**src/gpio_bc_pkg.sv**
```systemverilog
// Constants shared by the port B / port C data register block.
// Assumes a 16-bit register port with byte-free word access.
package gpio_bc_pkg;
  localparam int ADDR_W = 8;
  localparam int DATA_W = 16;
  localparam int PB_W   = 14;
  localparam int PC_W   = 21;
  localparam int PCH_W  = 5;
  localparam int PCL_W  = 16;
  localparam int SYNC_STAGES = 3;

  localparam logic [ADDR_W-1:0] OFS_PB_DATA   = 8'h00;
  localparam logic [ADDR_W-1:0] OFS_PC_DATA_H = 8'h04;
  localparam logic [ADDR_W-1:0] OFS_PC_DATA_L = 8'h08;
  localparam logic [ADDR_W-1:0] OFS_PB_DIR    = 8'h0c;
  localparam logic [ADDR_W-1:0] OFS_PB_FUNC   = 8'h10;
  localparam logic [ADDR_W-1:0] OFS_PC_DIR_H  = 8'h14;
  localparam logic [ADDR_W-1:0] OFS_PC_DIR_L  = 8'h18;
  localparam logic [ADDR_W-1:0] OFS_PC_FUNC_H = 8'h1c;
  localparam logic [ADDR_W-1:0] OFS_PC_FUNC_L = 8'h20;

  localparam int PCH_LSB = 16;

  localparam logic [PB_W-1:0]   RST_PB   = 14'h0000;
  localparam logic [PC_W-1:0]   RST_PC   = 21'h000000;
  localparam logic [DATA_W-1:0] RST_WORD = 16'h0000;
endpackage : gpio_bc_pkg

```
**src/pin_sync.sv**
```systemverilog
// Three-stage synchroniser with agreement filter for asynchronous pin levels.
// Assumes pins are unrelated to REF_CLK; the level output is registered.
`timescale 1ns/100ps
module pin_sync #(
  parameter int WIDTH = 1
) (
  input  wire logic             clk,    // Block clock
  input  wire logic             nrst,   // Async reset, active low
  input  wire logic [WIDTH-1:0] din,    // Raw pin levels
  output logic      [WIDTH-1:0] level   // Filtered pin levels
);
  logic [WIDTH-1:0] s1_r;
  logic [WIDTH-1:0] s2_r;
  logic [WIDTH-1:0] s3_r;
  logic [WIDTH-1:0] level_nxt;

  // Only stages two and three are compared; stage one may be metastable
  always_comb begin
    level_nxt = (s2_r & s3_r) | (level & (s2_r ^ s3_r));
  end

  always_ff @(posedge clk or negedge nrst) begin
    if (!nrst) begin
      s1_r  <= '0;
      s2_r  <= '0;
      s3_r  <= '0;
      level <= '0;
    end else begin
      s1_r  <= din;
      s2_r  <= s1_r;
      s3_r  <= s2_r;
      level <= level_nxt;
    end
  end
endmodule : pin_sync

```
**src/port_data_bc.sv**
```systemverilog
// Data registers for a 14-pin port B and a 21-pin port C, with direction
// and function-select registers, reached over a plain strobe register port.
// Assumes pins are asynchronous to REF_CLK and an external pad resolves
// each pin from its drive value and active-low output enable.
//
// Behaviour
// The port B data register is a 16-bit read/write register holding port B data.
// Port B data bits 13..0 map one-to-one onto port B pins 13..0.
// A port B general-output pin drives the value written to its data bit.
// Reading a port B general-output bit returns the stored value, not the pin.
// Reading a port B general-input bit returns the live pin level.
// Writing a port B general-input bit updates the register but not the pin.
// A port B pin on another function reads the register and is never driven.
// Port B bits 15..14 and port C high bits 15..5 always read as zero.
// Software writes zero to every reserved bit position.
// Port C data is held in a high and a low 16-bit read/write register.
// Port C data bits 20..0 map one-to-one onto port C pins 20..0.
// Port C pins 20..16 sit in high bits 4..0, pins 15..0 in low bits 15..0.
// A port C general-output pin drives the value written in either register.
// Reading a port C general-output bit returns the stored value.
// Reading a port C general-input bit returns the live pin level.
// Writing a port C general-input bit updates the register but not the pin.
// A port C pin on another function reads the register and is never driven.
`timescale 1ns/100ps
module port_data_bc
  import gpio_bc_pkg::*;
(
  input  wire logic                           REF_CLK,  // 25 MHz clock
  input  wire logic                           NRST,     // Async reset, active low
  input  wire logic [gpio_bc_pkg::ADDR_W-1:0] ADDR,     // Register address
  input  wire logic [gpio_bc_pkg::DATA_W-1:0] WDATA,    // Write data
  input  wire logic                           WR,       // Write strobe
  input  wire logic                           RD,       // Read strobe
  output logic      [gpio_bc_pkg::DATA_W-1:0] RDATA,    // Read data, cycle after RD
  input  wire logic [gpio_bc_pkg::PB_W-1:0]   PB_DIN,   // Port B pin levels
  output logic      [gpio_bc_pkg::PB_W-1:0]   PB_DOUT,  // Port B drive values
  output logic      [gpio_bc_pkg::PB_W-1:0]   PB_OE_N,  // Port B enable, low drives
  input  wire logic [gpio_bc_pkg::PC_W-1:0]   PC_DIN,   // Port C pin levels
  output logic      [gpio_bc_pkg::PC_W-1:0]   PC_DOUT,  // Port C drive values
  output logic      [gpio_bc_pkg::PC_W-1:0]   PC_OE_N   // Port C enable, low drives
);
  import gpio_bc_pkg::*;

  logic [PB_W-1:0]   pb_data_r, pb_data_nxt;
  logic [PB_W-1:0]   pb_dir_r, pb_dir_nxt;
  logic [PB_W-1:0]   pb_func_r, pb_func_nxt;
  logic [PC_W-1:0]   pc_data_r, pc_data_nxt;
  logic [PC_W-1:0]   pc_dir_r, pc_dir_nxt;
  logic [PC_W-1:0]   pc_func_r, pc_func_nxt;
  logic [PB_W-1:0]   pb_oe_n_r, pb_oe_n_nxt;
  logic [PC_W-1:0]   pc_oe_n_r, pc_oe_n_nxt;
  logic [DATA_W-1:0] rdata_r, rdata_nxt;
  logic [PB_W-1:0]   pb_pin;
  logic [PC_W-1:0]   pc_pin;
  logic [PB_W-1:0]   pb_view;
  logic [PC_W-1:0]   pc_view;
  logic [PB_W-1:0]   pb_regsel;
  logic [PC_W-1:0]   pc_regsel;

  pin_sync #(.WIDTH(PB_W)) u_pb_sync (
    .clk   (REF_CLK),
    .nrst  (NRST),
    .din   (PB_DIN),
    .level (pb_pin)
  );

  pin_sync #(.WIDTH(PC_W)) u_pc_sync (
    .clk   (REF_CLK),
    .nrst  (NRST),
    .din   (PC_DIN),
    .level (pc_pin)
  );

  // Register writes; reserved positions are simply not stored
  always_comb begin
    pb_data_nxt = pb_data_r;
    pb_dir_nxt  = pb_dir_r;
    pb_func_nxt = pb_func_r;
    pc_data_nxt = pc_data_r;
    pc_dir_nxt  = pc_dir_r;
    pc_func_nxt = pc_func_r;
    if (WR) begin
      unique case (ADDR)
        OFS_PB_DATA:   pb_data_nxt = WDATA[PB_W-1:0];
        OFS_PC_DATA_H: pc_data_nxt[PC_W-1:PCH_LSB] = WDATA[PCH_W-1:0];
        OFS_PC_DATA_L: pc_data_nxt[PCL_W-1:0] = WDATA;
        OFS_PB_DIR:    pb_dir_nxt = WDATA[PB_W-1:0];
        OFS_PB_FUNC:   pb_func_nxt = WDATA[PB_W-1:0];
        OFS_PC_DIR_H:  pc_dir_nxt[PC_W-1:PCH_LSB] = WDATA[PCH_W-1:0];
        OFS_PC_DIR_L:  pc_dir_nxt[PCL_W-1:0] = WDATA;
        OFS_PC_FUNC_H: pc_func_nxt[PC_W-1:PCH_LSB] = WDATA[PCH_W-1:0];
        OFS_PC_FUNC_L: pc_func_nxt[PCL_W-1:0] = WDATA;
        default: ;
      endcase
    end
  end

  // Only a general output drives; input or other-function pins float here
  always_comb begin
    pb_oe_n_nxt = ~(pb_dir_nxt & ~pb_func_nxt);
    pc_oe_n_nxt = ~(pc_dir_nxt & ~pc_func_nxt);
  end

  always_ff @(posedge REF_CLK or negedge NRST) begin
    if (!NRST) begin
      pb_data_r <= RST_PB;
      pb_dir_r  <= RST_PB;
      pb_func_r <= RST_PB;
      pc_data_r <= RST_PC;
      pc_dir_r  <= RST_PC;
      pc_func_r <= RST_PC;
      pb_oe_n_r <= ~RST_PB;
      pc_oe_n_r <= ~RST_PC;
    end else begin
      pb_data_r <= pb_data_nxt;
      pb_dir_r  <= pb_dir_nxt;
      pb_func_r <= pb_func_nxt;
      pc_data_r <= pc_data_nxt;
      pc_dir_r  <= pc_dir_nxt;
      pc_func_r <= pc_func_nxt;
      pb_oe_n_r <= pb_oe_n_nxt;
      pc_oe_n_r <= pc_oe_n_nxt;
    end
  end

  // Register value is read back for outputs and for other functions;
  // a general input shows its synchronised pin, so reads lag the pin by four edges
  for (genvar i = 0; i < PB_W; i++) begin : g_pb_view
    assign pb_regsel[i] = pb_dir_r[i] | pb_func_r[i];
    assign pb_view[i]   = pb_regsel[i] ? pb_data_r[i] : pb_pin[i];
  end

  for (genvar j = 0; j < PC_W; j++) begin : g_pc_view
    assign pc_regsel[j] = pc_dir_r[j] | pc_func_r[j];
    assign pc_view[j]   = pc_regsel[j] ? pc_data_r[j] : pc_pin[j];
  end

  // Read data stands only in the cycle after the strobe, zero otherwise
  always_comb begin
    rdata_nxt = RST_WORD;
    if (RD) begin
      unique case (ADDR)
        OFS_PB_DATA:   rdata_nxt = {2'h0, pb_view};
        OFS_PC_DATA_H: rdata_nxt = {11'h000, pc_view[PC_W-1:PCH_LSB]};
        OFS_PC_DATA_L: rdata_nxt = pc_view[PCL_W-1:0];
        OFS_PB_DIR:    rdata_nxt = {2'h0, pb_dir_r};
        OFS_PB_FUNC:   rdata_nxt = {2'h0, pb_func_r};
        OFS_PC_DIR_H:  rdata_nxt = {11'h000, pc_dir_r[PC_W-1:PCH_LSB]};
        OFS_PC_DIR_L:  rdata_nxt = pc_dir_r[PCL_W-1:0];
        OFS_PC_FUNC_H: rdata_nxt = {11'h000, pc_func_r[PC_W-1:PCH_LSB]};
        OFS_PC_FUNC_L: rdata_nxt = pc_func_r[PCL_W-1:0];
        default:       rdata_nxt = RST_WORD;
      endcase
    end
  end

  always_ff @(posedge REF_CLK or negedge NRST) begin
    if (!NRST) begin
      rdata_r <= RST_WORD;
    end else begin
      rdata_r <= rdata_nxt;
    end
  end

  assign RDATA   = rdata_r;
  assign PB_DOUT = pb_data_r;
  assign PB_OE_N = pb_oe_n_r;
  assign PC_DOUT = pc_data_r;
  assign PC_OE_N = pc_oe_n_r;
endmodule : port_data_bc

```
**config.mk**
```make
export PLATFORM = sky130hd
export DESIGN_NAME = port_data_bc
export DESIGN_NICKNAME = d
export VERILOG_FILES = /design/src/gpio_bc_pkg.sv /design/src/pin_sync.sv /design/src/port_data_bc.sv
export SDC_FILE = /design/constraint.sdc
export NUM_CORES = 1
export LEC_CHECK = 0
export ABC_CLOCK_PERIOD_IN_PS = 4000
export BUFFER_PORTS_ARGS = -buffer_cell sky130_fd_sc_hd__buf_2
export CORE_MARGIN = 2
export CORE_UTILIZATION = 48
export CTS_BUF_LIST = sky130_fd_sc_hd__clkbuf_16
export CTS_CLUSTER_DIAMETER = 80
export CTS_CLUSTER_SIZE = 25
export DETAILED_ROUTE_END_ITERATION = 8
export PLACE_DENSITY = 0.66
export SLEW_MARGIN = 20
export SYNTH_ARGS = -nofsm -noshare
export SYNTH_HDL_FRONTEND = slang
export SYNTH_SLANG_ARGS = --single-unit
export TNS_END_PERCENT = 1
```
**constraint.sdc**
```tcl
create_clock -name REF_CLK -period 4 [get_ports REF_CLK]
set_clock_uncertainty 0.05 [all_clocks]
set_input_delay 0.8 -clock REF_CLK [delete_from_list [all_inputs] [get_ports REF_CLK]]
set_output_delay 0.8 -clock REF_CLK [all_outputs]
set_load 0.1 [all_outputs]
```
==> results of run 1 <==
-- layer usage --
metal  part of all wire  global-route usage  routed length (um)
met4              0.022              0.0525                 553
met2               0.46               0.324               11800
met5            0.00083                   0                  21
met3              0.059              0.0440                1490
met1               0.45               0.292               11500
-- cells by family after synthesis --
kind of cell    synth area share
compound gates            0.0878
fa+ha+maj                 0.0380
buf+inv                   0.0140
flops                      0.646
mux                        0.112
simple gates               0.102
-- flip-flops by register name, indices dropped and copies added, names as in the netlist --
name and flops:
PB_DOUT 14, PB_OE_N 14, PC_DOUT 21, PC_OE_N 21, RDATA 16, pb_dir_r 14, pb_func_r 14, pc_dir_r 21
pc_func_r 21, u_pb_sync.level 14, u_pb_sync.s1_r 14, u_pb_sync.s2_r 14, u_pb_sync.s3_r 14, u_pc_sync.level 21, u_pc_sync.s1_r 21, u_pc_sync.s2_r 21
u_pc_sync.s3_r 21
-- cell type report --
cell class | instances | share of cell area
clock buffer | 17 | 0.0324
antenna | 3 | 0.000571
sequential | 296 | 0.567
inverter | 1 | 0.000286
tap | 319 | 0.0304
clock inverter | 10 | 0.00524
timing repair buffer | 159 | 0.0663
multi-input combinational | 454 | 0.298
-- final timing paths --
check / startpoint / slack, ps / endpoint
min in group asynchronous: NRST / 280 / u_pb_sync.s2_r[12]
worst min-delay path: u_pb_sync.s1_r[3] / 270 / u_pb_sync.s2_r[3]
max in group asynchronous: NRST / 2660 / PC_OE_N[18]
worst max-delay path: ADDR[4] / 1320 / RDATA[11]
worst min register to register: u_pb_sync.s1_r[3] / 270 / u_pb_sync.s2_r[3]
worst max register to register: pb_func_r[5] / 2380 / RDATA[5]
-- worst max-delay path: stages --
cell and delay, ps:
buf_2 350, nor4b_4 590, buf_4 310, and2_1 510
a22oi_1 180, a41oi_1 270
-- cell usage in the layout, fill, tap and decap left out, drive strengths merged, types with 3 or more instances in the layout --
cell,count
a211oi,6
a21o,40
a21oi,27
a221oi,3
a22oi,6
a31oi,4
a41oi,8
and2,18
and3,5
buf,159
clkbuf,17
dfrtp,261
dfstp,35
diode,3
ha,35
inv,8
mux2,109
nand2,11
nand2b,37
nand3,14
nand3b,7
nor2,7
nor4b,10
o21a,3
o21ai,55
or3b,26
-- report_power, final --
part	leakage, nW	internal (W)	switching (W)
sequential	3.69	0.00316	0.000102
combinational	2.41	0.000200	0.000455
clock	0.262	0.000792	0.000972
-- per-stage QoR --
stage	power, W	hold WS [ps]	worst slack (ps)
after floorplan	0.00376	281	1560
after global placement	0.00398	283	929
after detailed placement	0.00399	285	840
after CTS	0.00576	277	1350
after global routing	0.00593	275	1210
final	0.00569	275	1320
==> flow_metrics.env, run 1 <==
export IMPL_status="finished clean"
export IMPL_synth_edff_count=0
export IMPL_wl_mm=25.4
export IMPL_drive_gt1_frac=0.395
export IMPL_yosysTopAreaCellShare=0.567
export IMPL_antenna_found_initial=5
export IMPL_grt_max_degree=105
export IMPL_end_kind="flop"
export IMPL_startpoint_type="primary input"
export IMPL_cts_tree="yes"
export IMPL_cts_inserted_buffers=16
export IMPL_start_util=0.490
export IMPL_powerDensity_mw_per_mm2=433
export IMPL_finalCriticalPeriod_ps=2680
export IMPL_p_leak_nw=6.37
export IMPL_syn_inst=778
export IMPL_grt_usage=0.205
export IMPL_synthTopCellsByArea="dfrtp_1, mux2_2, dfstp_2"
export IMPL_tns_ps=0
export IMPL_ir_drop_v=0.000439
export IMPL_firstDrtPassIters=4
export IMPL_ys_ff_latch=296
export IMPL_coreArea_sq_mm=0.0235
export IMPL_synth_ff_type="dfrtp_1"
export IMPL_avgRoutedWirePerCell_um=20.2
export IMPL_drc=0
export IMPL_drv_slew=0
export IMPL_fin_area_sq_mm=0.0131
export IMPL_syn_area_sq_mm=0.0115
export IMPL_hp_class="reg2reg"
export IMPL_num_vias=6767
export IMPL_arrival_ps=3030
export IMPL_tightestPinTransition_ps=955
export IMPL_rsz0062_at_grt="false"
export IMPL_synth_largest_area_cell="dfrtp_1"
export IMPL_die_h_um=159
export IMPL_cts_resized_gates=0
export IMPL_grt_overflow=0
export IMPL_grt_pass1_vias=7069
export IMPL_dpl_cell_area_sq_mm=0.0126
export IMPL_yosysMostFrequentCell="dfrtp_1"
export IMPL_reg2regPathDepth=4
export IMPL_finalCritPeriodShare=0.670
export IMPL_dp_hpwl_mm=17.1
export IMPL_post_route_util=0.558
export IMPL_worstSkewPairLatency_ps=510
export IMPL_path_class="in2reg"
export IMPL_grt_first_pass_wirelength_mm=40.7
export IMPL_n_fill_cell=1946
export IMPL_placed_cells=1229
export IMPL_htreeDepth=1
export IMPL_yosysSeqAreaShare=0.646
export IMPL_io_buffers=148
export IMPL_io_pins=149
export IMPL_max_freq_ghz=0.373
export IMPL_post_cts_buffers=0
export IMPL_vias_per_cell=5.37
export IMPL_relSlewSlack=0.363
export IMPL_clock_sinks=296
export IMPL_maxCapViolations=0
export IMPL_place_gp_congestion=0.795
export IMPL_register_area_sq_mm=0.00745
export IMPL_async_flop_share=1.00
export IMPL_rows=56
export IMPL_path_max_fanout=18
export IMPL_setup_viol=0
export IMPL_hold_depth=0
export IMPL_hold_buffers=0
export IMPL_final_cell_count_no_fill=1259
export IMPL_ys_types=53
export IMPL_ys_warn_count=0
export IMPL_path_clk_slew_ps=100
export IMPL_multiInputGateArea_sq_mm=0.00392
export IMPL_clockBufferDepth=3
export IMPL_syn_avg_cell_area_sq_um=14.8
export IMPL_postRouteAntennaNets=0
export IMPL_dieArea_sq_mm=0.0253
export IMPL_cp_required_ps=4350
export IMPL_hold_viol=0
export IMPL_cts_root_buffer="clkbuf_16"
export IMPL_synth_nets=876
export IMPL_num_nets_final=1026
export IMPL_area_growth_pct=14.0
export IMPL_dieWidth_um=159
export IMPL_drt_iter0_drc=550
export IMPL_ys_top_cells_by_count="dfrtp_1, mux2_2, o21ai_0, a21o_1"
(Power assumes the default switching activity.)
==> run 2: changes to the inputs <==
- ABC_CLOCK_PERIOD_IN_PS: 4000 -> 2250
- PLACE_DENSITY: 0.66 -> 0.69
- clock period: 4 -> 2.25 ns (I/O delays scaled with it)
==> run 2 against run 1 <==
Register-to-register slack worse by 1700 ps. Die area unchanged. Wire length up 2.2%. Critical path depth down 5. Flip-flop and latch count unchanged. First-iteration DRC count down 29%. Count of clock-buffer cells in the layout unchanged. Sequential power up 78%. Non-clock buffer count up 75. Combinational power up 94%. Critical endpoint is now PC_OE_N[16]. Largest cell class unchanged. Largest power group unchanged.
==> flow_metrics.env, run 2 (synthesis gave the netlist of run 1 again) <==
export IMPL_drv_slew=0
export IMPL_dieArea_sq_mm=0.0253
export IMPL_io_pins=149
export IMPL_finalCritPeriodShare=0.882
export IMPL_rsz0062_at_grt="false"
export IMPL_maxCapViolations=0
export IMPL_grt_max_degree=59
export IMPL_grt_overflow=0
export IMPL_clockBufferDepth=3
export IMPL_arrival_ps=1490
export IMPL_die_h_um=159
export IMPL_max_freq_ghz=0.504
export IMPL_startpoint_type="flop"
export IMPL_hold_buffers=35
export IMPL_drt_iter0_drc=393
export IMPL_cts_inserted_buffers=16
export IMPL_wl_mm=26.0
export IMPL_cp_required_ps=1750
export IMPL_path_buf_inv=1
export IMPL_num_nets_final=1101
export IMPL_drive_gt1_frac=0.405
export IMPL_post_cts_buffers=0
export IMPL_drc=0
export IMPL_num_vias=7071
export IMPL_cp_slowest_stage_delay_ps=560
export IMPL_crit_family="flip-flops"
export IMPL_path_clk_slew_ps=100
export IMPL_io_buffers=148
export IMPL_dpl_cell_area_sq_mm=0.0130
export IMPL_tns_ps=0
export IMPL_dieWidth_um=159
export IMPL_antenna_found_initial=2
export IMPL_final_cell_mix="dfrtp_1, buf_2, mux2_2"
export IMPL_rows=56
export IMPL_cts_resized_gates=0
export IMPL_grt_first_pass_wirelength_mm=41.4
export IMPL_path_max_fanout=1
export IMPL_layout_commonest_cell="dfrtp_1"
export IMPL_hold_viol=0
export IMPL_area_growth_pct=20.5
export IMPL_coreArea_sq_mm=0.0235
export IMPL_tightestPinTransition_ps=634
export IMPL_grt_pass1_vias=7424
export IMPL_firstDrtPassIters=4
export IMPL_hp_class="in2reg"
export IMPL_postRouteAntennaNets=0
export IMPL_end_kind="primary output"
export IMPL_grt_usage=0.208
export IMPL_avgRoutedWirePerCell_um=19.5
export IMPL_path_class="reg2out"
export IMPL_relSlewSlack=0.577
export IMPL_vias_per_cell=5.30
export IMPL_place_gp_congestion=0.834
export IMPL_powerDensity_mw_per_mm2=733
export IMPL_dp_hpwl_mm=18.4
export IMPL_p_leak_nw=6.73
export IMPL_finalCriticalPeriod_ps=1990
export IMPL_crit_chain="buf_2"
export IMPL_htreeDepth=1
export IMPL_fin_area_sq_mm=0.0139
export IMPL_ir_drop_v=0.000570
export IMPL_slowest_stage="dfstp_2"
export IMPL_cts_tree="yes"
export IMPL_setup_viol=0
export IMPL_worstSkewPairLatency_ps=500
export IMPL_status="finished clean"
export IMPL_clock_sinks=296
export IMPL_cts_root_buffer="clkbuf_16"
export IMPL_start_util=0.490
export IMPL_rrSetupSlack_ps=660
==> run 2: cell count changes in the layout (fill, tap and decap cells not counted) <==
cell and change:
inv_1 -1, clkinv_1 +1, inv_6 +2, clkinv_4 +1, buf_12 +8, clkinv_2 -1, clkinv_16 -1, dlygate4sd3_1 +36
buf_4 +31, diode_2 -1
==> run 2: path summary, 6_finish.rpt <==
path | startpoint | endpoint | cells past startpoint
hold / removal | WDATA[15] | PC_DOUT[15] | 2
min in group asynchronous | NRST | u_pc_sync.s1_r[12] | 2
setup reg to reg | pb_func_r[5] | RDATA[5] | 4
hold reg to reg | u_pc_sync.s1_r[0] | u_pc_sync.s2_r[0] | 0
max in group asynchronous | NRST | PB_OE_N[1] | 3
setup / recovery | PC_OE_N[16] | PC_OE_N[16] | 1
==> run 2: layer usage <==
| layer | wire, um | GRT usage | vias up |
|---|---|---|---|
| met5 | 0 | 0 | - |
| met4 | 479 | 0.0508 | 0 |
| met3 | 1410 | 0.0357 | 30 |
| met2 | 12500 | 0.341 | 177 |
| met1 | 11600 | 0.293 | 3604 |
| li1 | - | - | 3260 |
==> run 2: cell type report <==
cell class	count	area (sq um)
Tap cell	319	399
Antenna cell	2	5.00
Timing Repair Buffer	234	1620
Sequential cell	296	7450
Inverter	1	3.75
Fill cell	1934	9660
Clock buffer	17	425
Multi-Input combinational cell	454	3920
Clock inverter	11	60.1
==> run 2: where the power goes <==
| group | internal [W] | switching, W |
|---|---|---|
| Clock | 0.00140 | 0.00170 |
| Combinational | 0.000430 | 0.000835 |
| Sequential | 0.00563 | 0.000180 |
==> run 2: per-stage QoR <==
step	hold WS [ps]	std cells	setup slack [ps]	total power, W	util
final	171	1334	265	0.0102	0.590
after global routing	159	1334	223	0.0106	0.590
after CTS	4.42	1331	238	0.0103	0.589
after detailed placement	285	1268	36.5	0.00714	0.554
after global placement	281	1268	54.2	0.00711	0.554
after floorplan	104	778	158	0.00668	-
==> run 2: worst register-to-register path: cells and delay by family (launching register included) <==
kind | cells | cell delay (ps)
AND/OR/NAND/NOR | 1 | 470
flip-flops | 1 | 420
AO/OA/AOI/OAI | 3 | 590
==> run 3: changes to the inputs <==
- SYNTH_HIERARCHICAL: not set -> 1
==> run 3 against run 2 <==
Worst hold slack got worse by 150 ps. Final area decreased by 3.4%. Setup slack got worse by 9.1 ps. Register-to-register slack improved by 30 ps. Synthesized area decreased by 2.7%. Sequential power about the same. Highest routed layer unchanged. Sequential share of layout area increased by 1.9 points.
==> flow_metrics.env, run 3 <==
export IMPL_status="finished clean"
export IMPL_maxCapViolations=0
export IMPL_avgRoutedWirePerCell_um=19.8
export IMPL_hp_class="in2reg"
export IMPL_final_cell_mix="dfrtp_1, buf_2, mux2_2"
export IMPL_drc=0
export IMPL_syn_inst=731
export IMPL_cts_tree="yes"
export IMPL_ys_ff_latch=296
export IMPL_cts_inserted_buffers=16
export IMPL_tightestPinTransition_ps=521
export IMPL_p_leak_nw=6.54
export IMPL_slowest_stage="dfstp_2"
export IMPL_rows=55
export IMPL_grt_first_pass_wirelength_mm=39.1
export IMPL_max_freq_ghz=0.501
export IMPL_cts_root_buffer="clkbuf_16"
export IMPL_rsz0062_at_grt="false"
export IMPL_path_buf_inv=1
export IMPL_tns_ps=0
export IMPL_synth_edff_count=0
export IMPL_finalPower_w=0.0101
export IMPL_arrival_ps=1490
export IMPL_n_fill_cell=1818
export IMPL_antenna_found_initial=7
export IMPL_async_flop_share=1.00
export IMPL_path_class="reg2out"
export IMPL_area_growth_pct=19.7
export IMPL_coreArea_sq_mm=0.0228
export IMPL_num_vias=6729
export IMPL_htreeDepth=1
export IMPL_powerDensity_mw_per_mm2=755
export IMPL_die_h_um=157
export IMPL_synth_nets=829
export IMPL_grt_overflow=0
export IMPL_post_route_util=0.589
export IMPL_end_kind="primary output"
export IMPL_grt_pass1_vias=6899
export IMPL_num_nets_final=1043
export IMPL_ys_warn_count=6
export IMPL_synthTopCellsByArea="dfrtp_1, mux2_2, dfstp_2"
export IMPL_crit_family="flip-flops"
export IMPL_relSlewSlack=0.655
export IMPL_wl_mm=25.2
export IMPL_grt_usage=0.209
export IMPL_layout_commonest_cell="dfrtp_1"
export IMPL_fin_area_sq_mm=0.0134
export IMPL_path_clk_slew_ps=100
export IMPL_firstDrtPassIters=5
export IMPL_start_util=0.492
export IMPL_synth_ff_type="dfrtp_1"
export IMPL_cp_required_ps=1750
export IMPL_io_buffers=148
export IMPL_ir_drop_v=0.000520
export IMPL_finalCritPeriodShare=0.886
export IMPL_clock_sinks=296
export IMPL_drv_slew=0
export IMPL_clockBufferDepth=3
export IMPL_dieWidth_um=157
export IMPL_synth_largest_area_cell="dfrtp_1"
export IMPL_syn_area_sq_mm=0.0112
export IMPL_hold_viol=0
export IMPL_dieArea_sq_mm=0.0246
export IMPL_startpoint_type="flop"
export IMPL_worstSkewPairLatency_ps=500
export IMPL_dp_hpwl_mm=17.2
export IMPL_place_gp_congestion=0.819
export IMPL_crit_chain="buf_2"
export IMPL_syn_avg_cell_area_sq_um=15.3
export IMPL_postRouteAntennaNets=0
export IMPL_finalCriticalPeriod_ps=1990
export IMPL_cts_resized_gates=0
export IMPL_drt_iter0_drc=366
export IMPL_dpl_cell_area_sq_mm=0.0126
export IMPL_yosysTopAreaCellShare=0.583
export IMPL_yosysSeqAreaShare=0.665
export IMPL_yosysMostFrequentCell="dfrtp_1"
export IMPL_drive_gt1_frac=0.397
export IMPL_path_max_fanout=1
export IMPL_grt_max_degree=79
export IMPL_ys_types=46
export IMPL_vias_per_cell=5.29
export IMPL_cp_slowest_stage_delay_ps=560
export IMPL_setup_viol=0
export IMPL_io_pins=149
export IMPL_ys_top_cells_by_count="dfrtp_1, mux2_2"
==> run 3: cell types whose count changed in the layout (fill, tap and decap cells not counted), moves of 8 or more <==
cell,previous run,this run
nand2b_1,27,35
nor3b_1,0,10
nand2b_4,10,0
mux2_2,94,110
nor2_1,6,16
or3b_2,26,9
o21ai_0,54,32
a41oi_1,8,0
a21oi_1,27,12
buf_4,39,28
==> run 3: stage by stage <==
stage	instances	hold WS, ps	worst slack [ps]
final	1273	18.0	256
after global routing	1271	1.36	228
after floorplan	731	104	284
after detailed placement	1205	285	64.5
after CTS	1266	1.52	239
after global placement	1205	282	85.1
==> run 3: cells by family (layout without fill, tap and decap cells) <==
kind of cell               count (synthesis)  after routing  share of synthesized area
buffers and inverters                     23            245                     0.0110
muxes                                    124            124                      0.130
adders and majority gates                 35             35                     0.0391
DFF                                      296            296                      0.665
AOI/OAI and AO/OA                        129            129                     0.0788
and+or+nand+nor                          124            124                     0.0762
other                                      0              7                          0
==> run 3: final cells by class <==
class                      instances  area (sq um)  share of cell area
tap                              313           392              0.0292
clock buffer                      17           425              0.0317
antenna                            7          17.5             0.00131
clock inverter                     9          56.3             0.00420
multi-input combinational        412          3640               0.271
inverter                           2          7.51            0.000559
sequential                       296          7450               0.555
timing repair buffer             217          1430               0.107
==> run 3: worst paths after layout <==
path	cells past startpoint	slack, ps	start	endpoint
setup / recovery	1	260	PB_OE_N[0]	PB_OE_N[0]
hold / removal	1	20	PB_DIN[0]	u_pb_sync/s1_r[0]
setup reg to reg	4	690	pc_dir_r[17]	RDATA[1]
hold reg to reg	0	290	u_pb_sync/s1_r[12]	u_pb_sync/s2_r[12]
max in group asynchronous	3	970	NRST	PB_OE_N[3]
min in group asynchronous	2	390	NRST	u_pb_sync/s1_r[10]
==> run 3: layer usage <==
metal  track usage  routed length (um)
met1         0.302               11600
met2         0.323               11800
met3        0.0371                1300
met4        0.0660                 539
met5             0                   0
==> run 3: report_power, final <==
group          switching [W]  internal (W)
clock network        0.00170       0.00140
registers           0.000182       0.00563
logic               0.000817      0.000395
total                0.00270       0.00743
==> run 3: timing repair <==
item                      CTS  global route
hold endpoints to repair   71             0
setup buffers               0             0
hold buffers               35             0
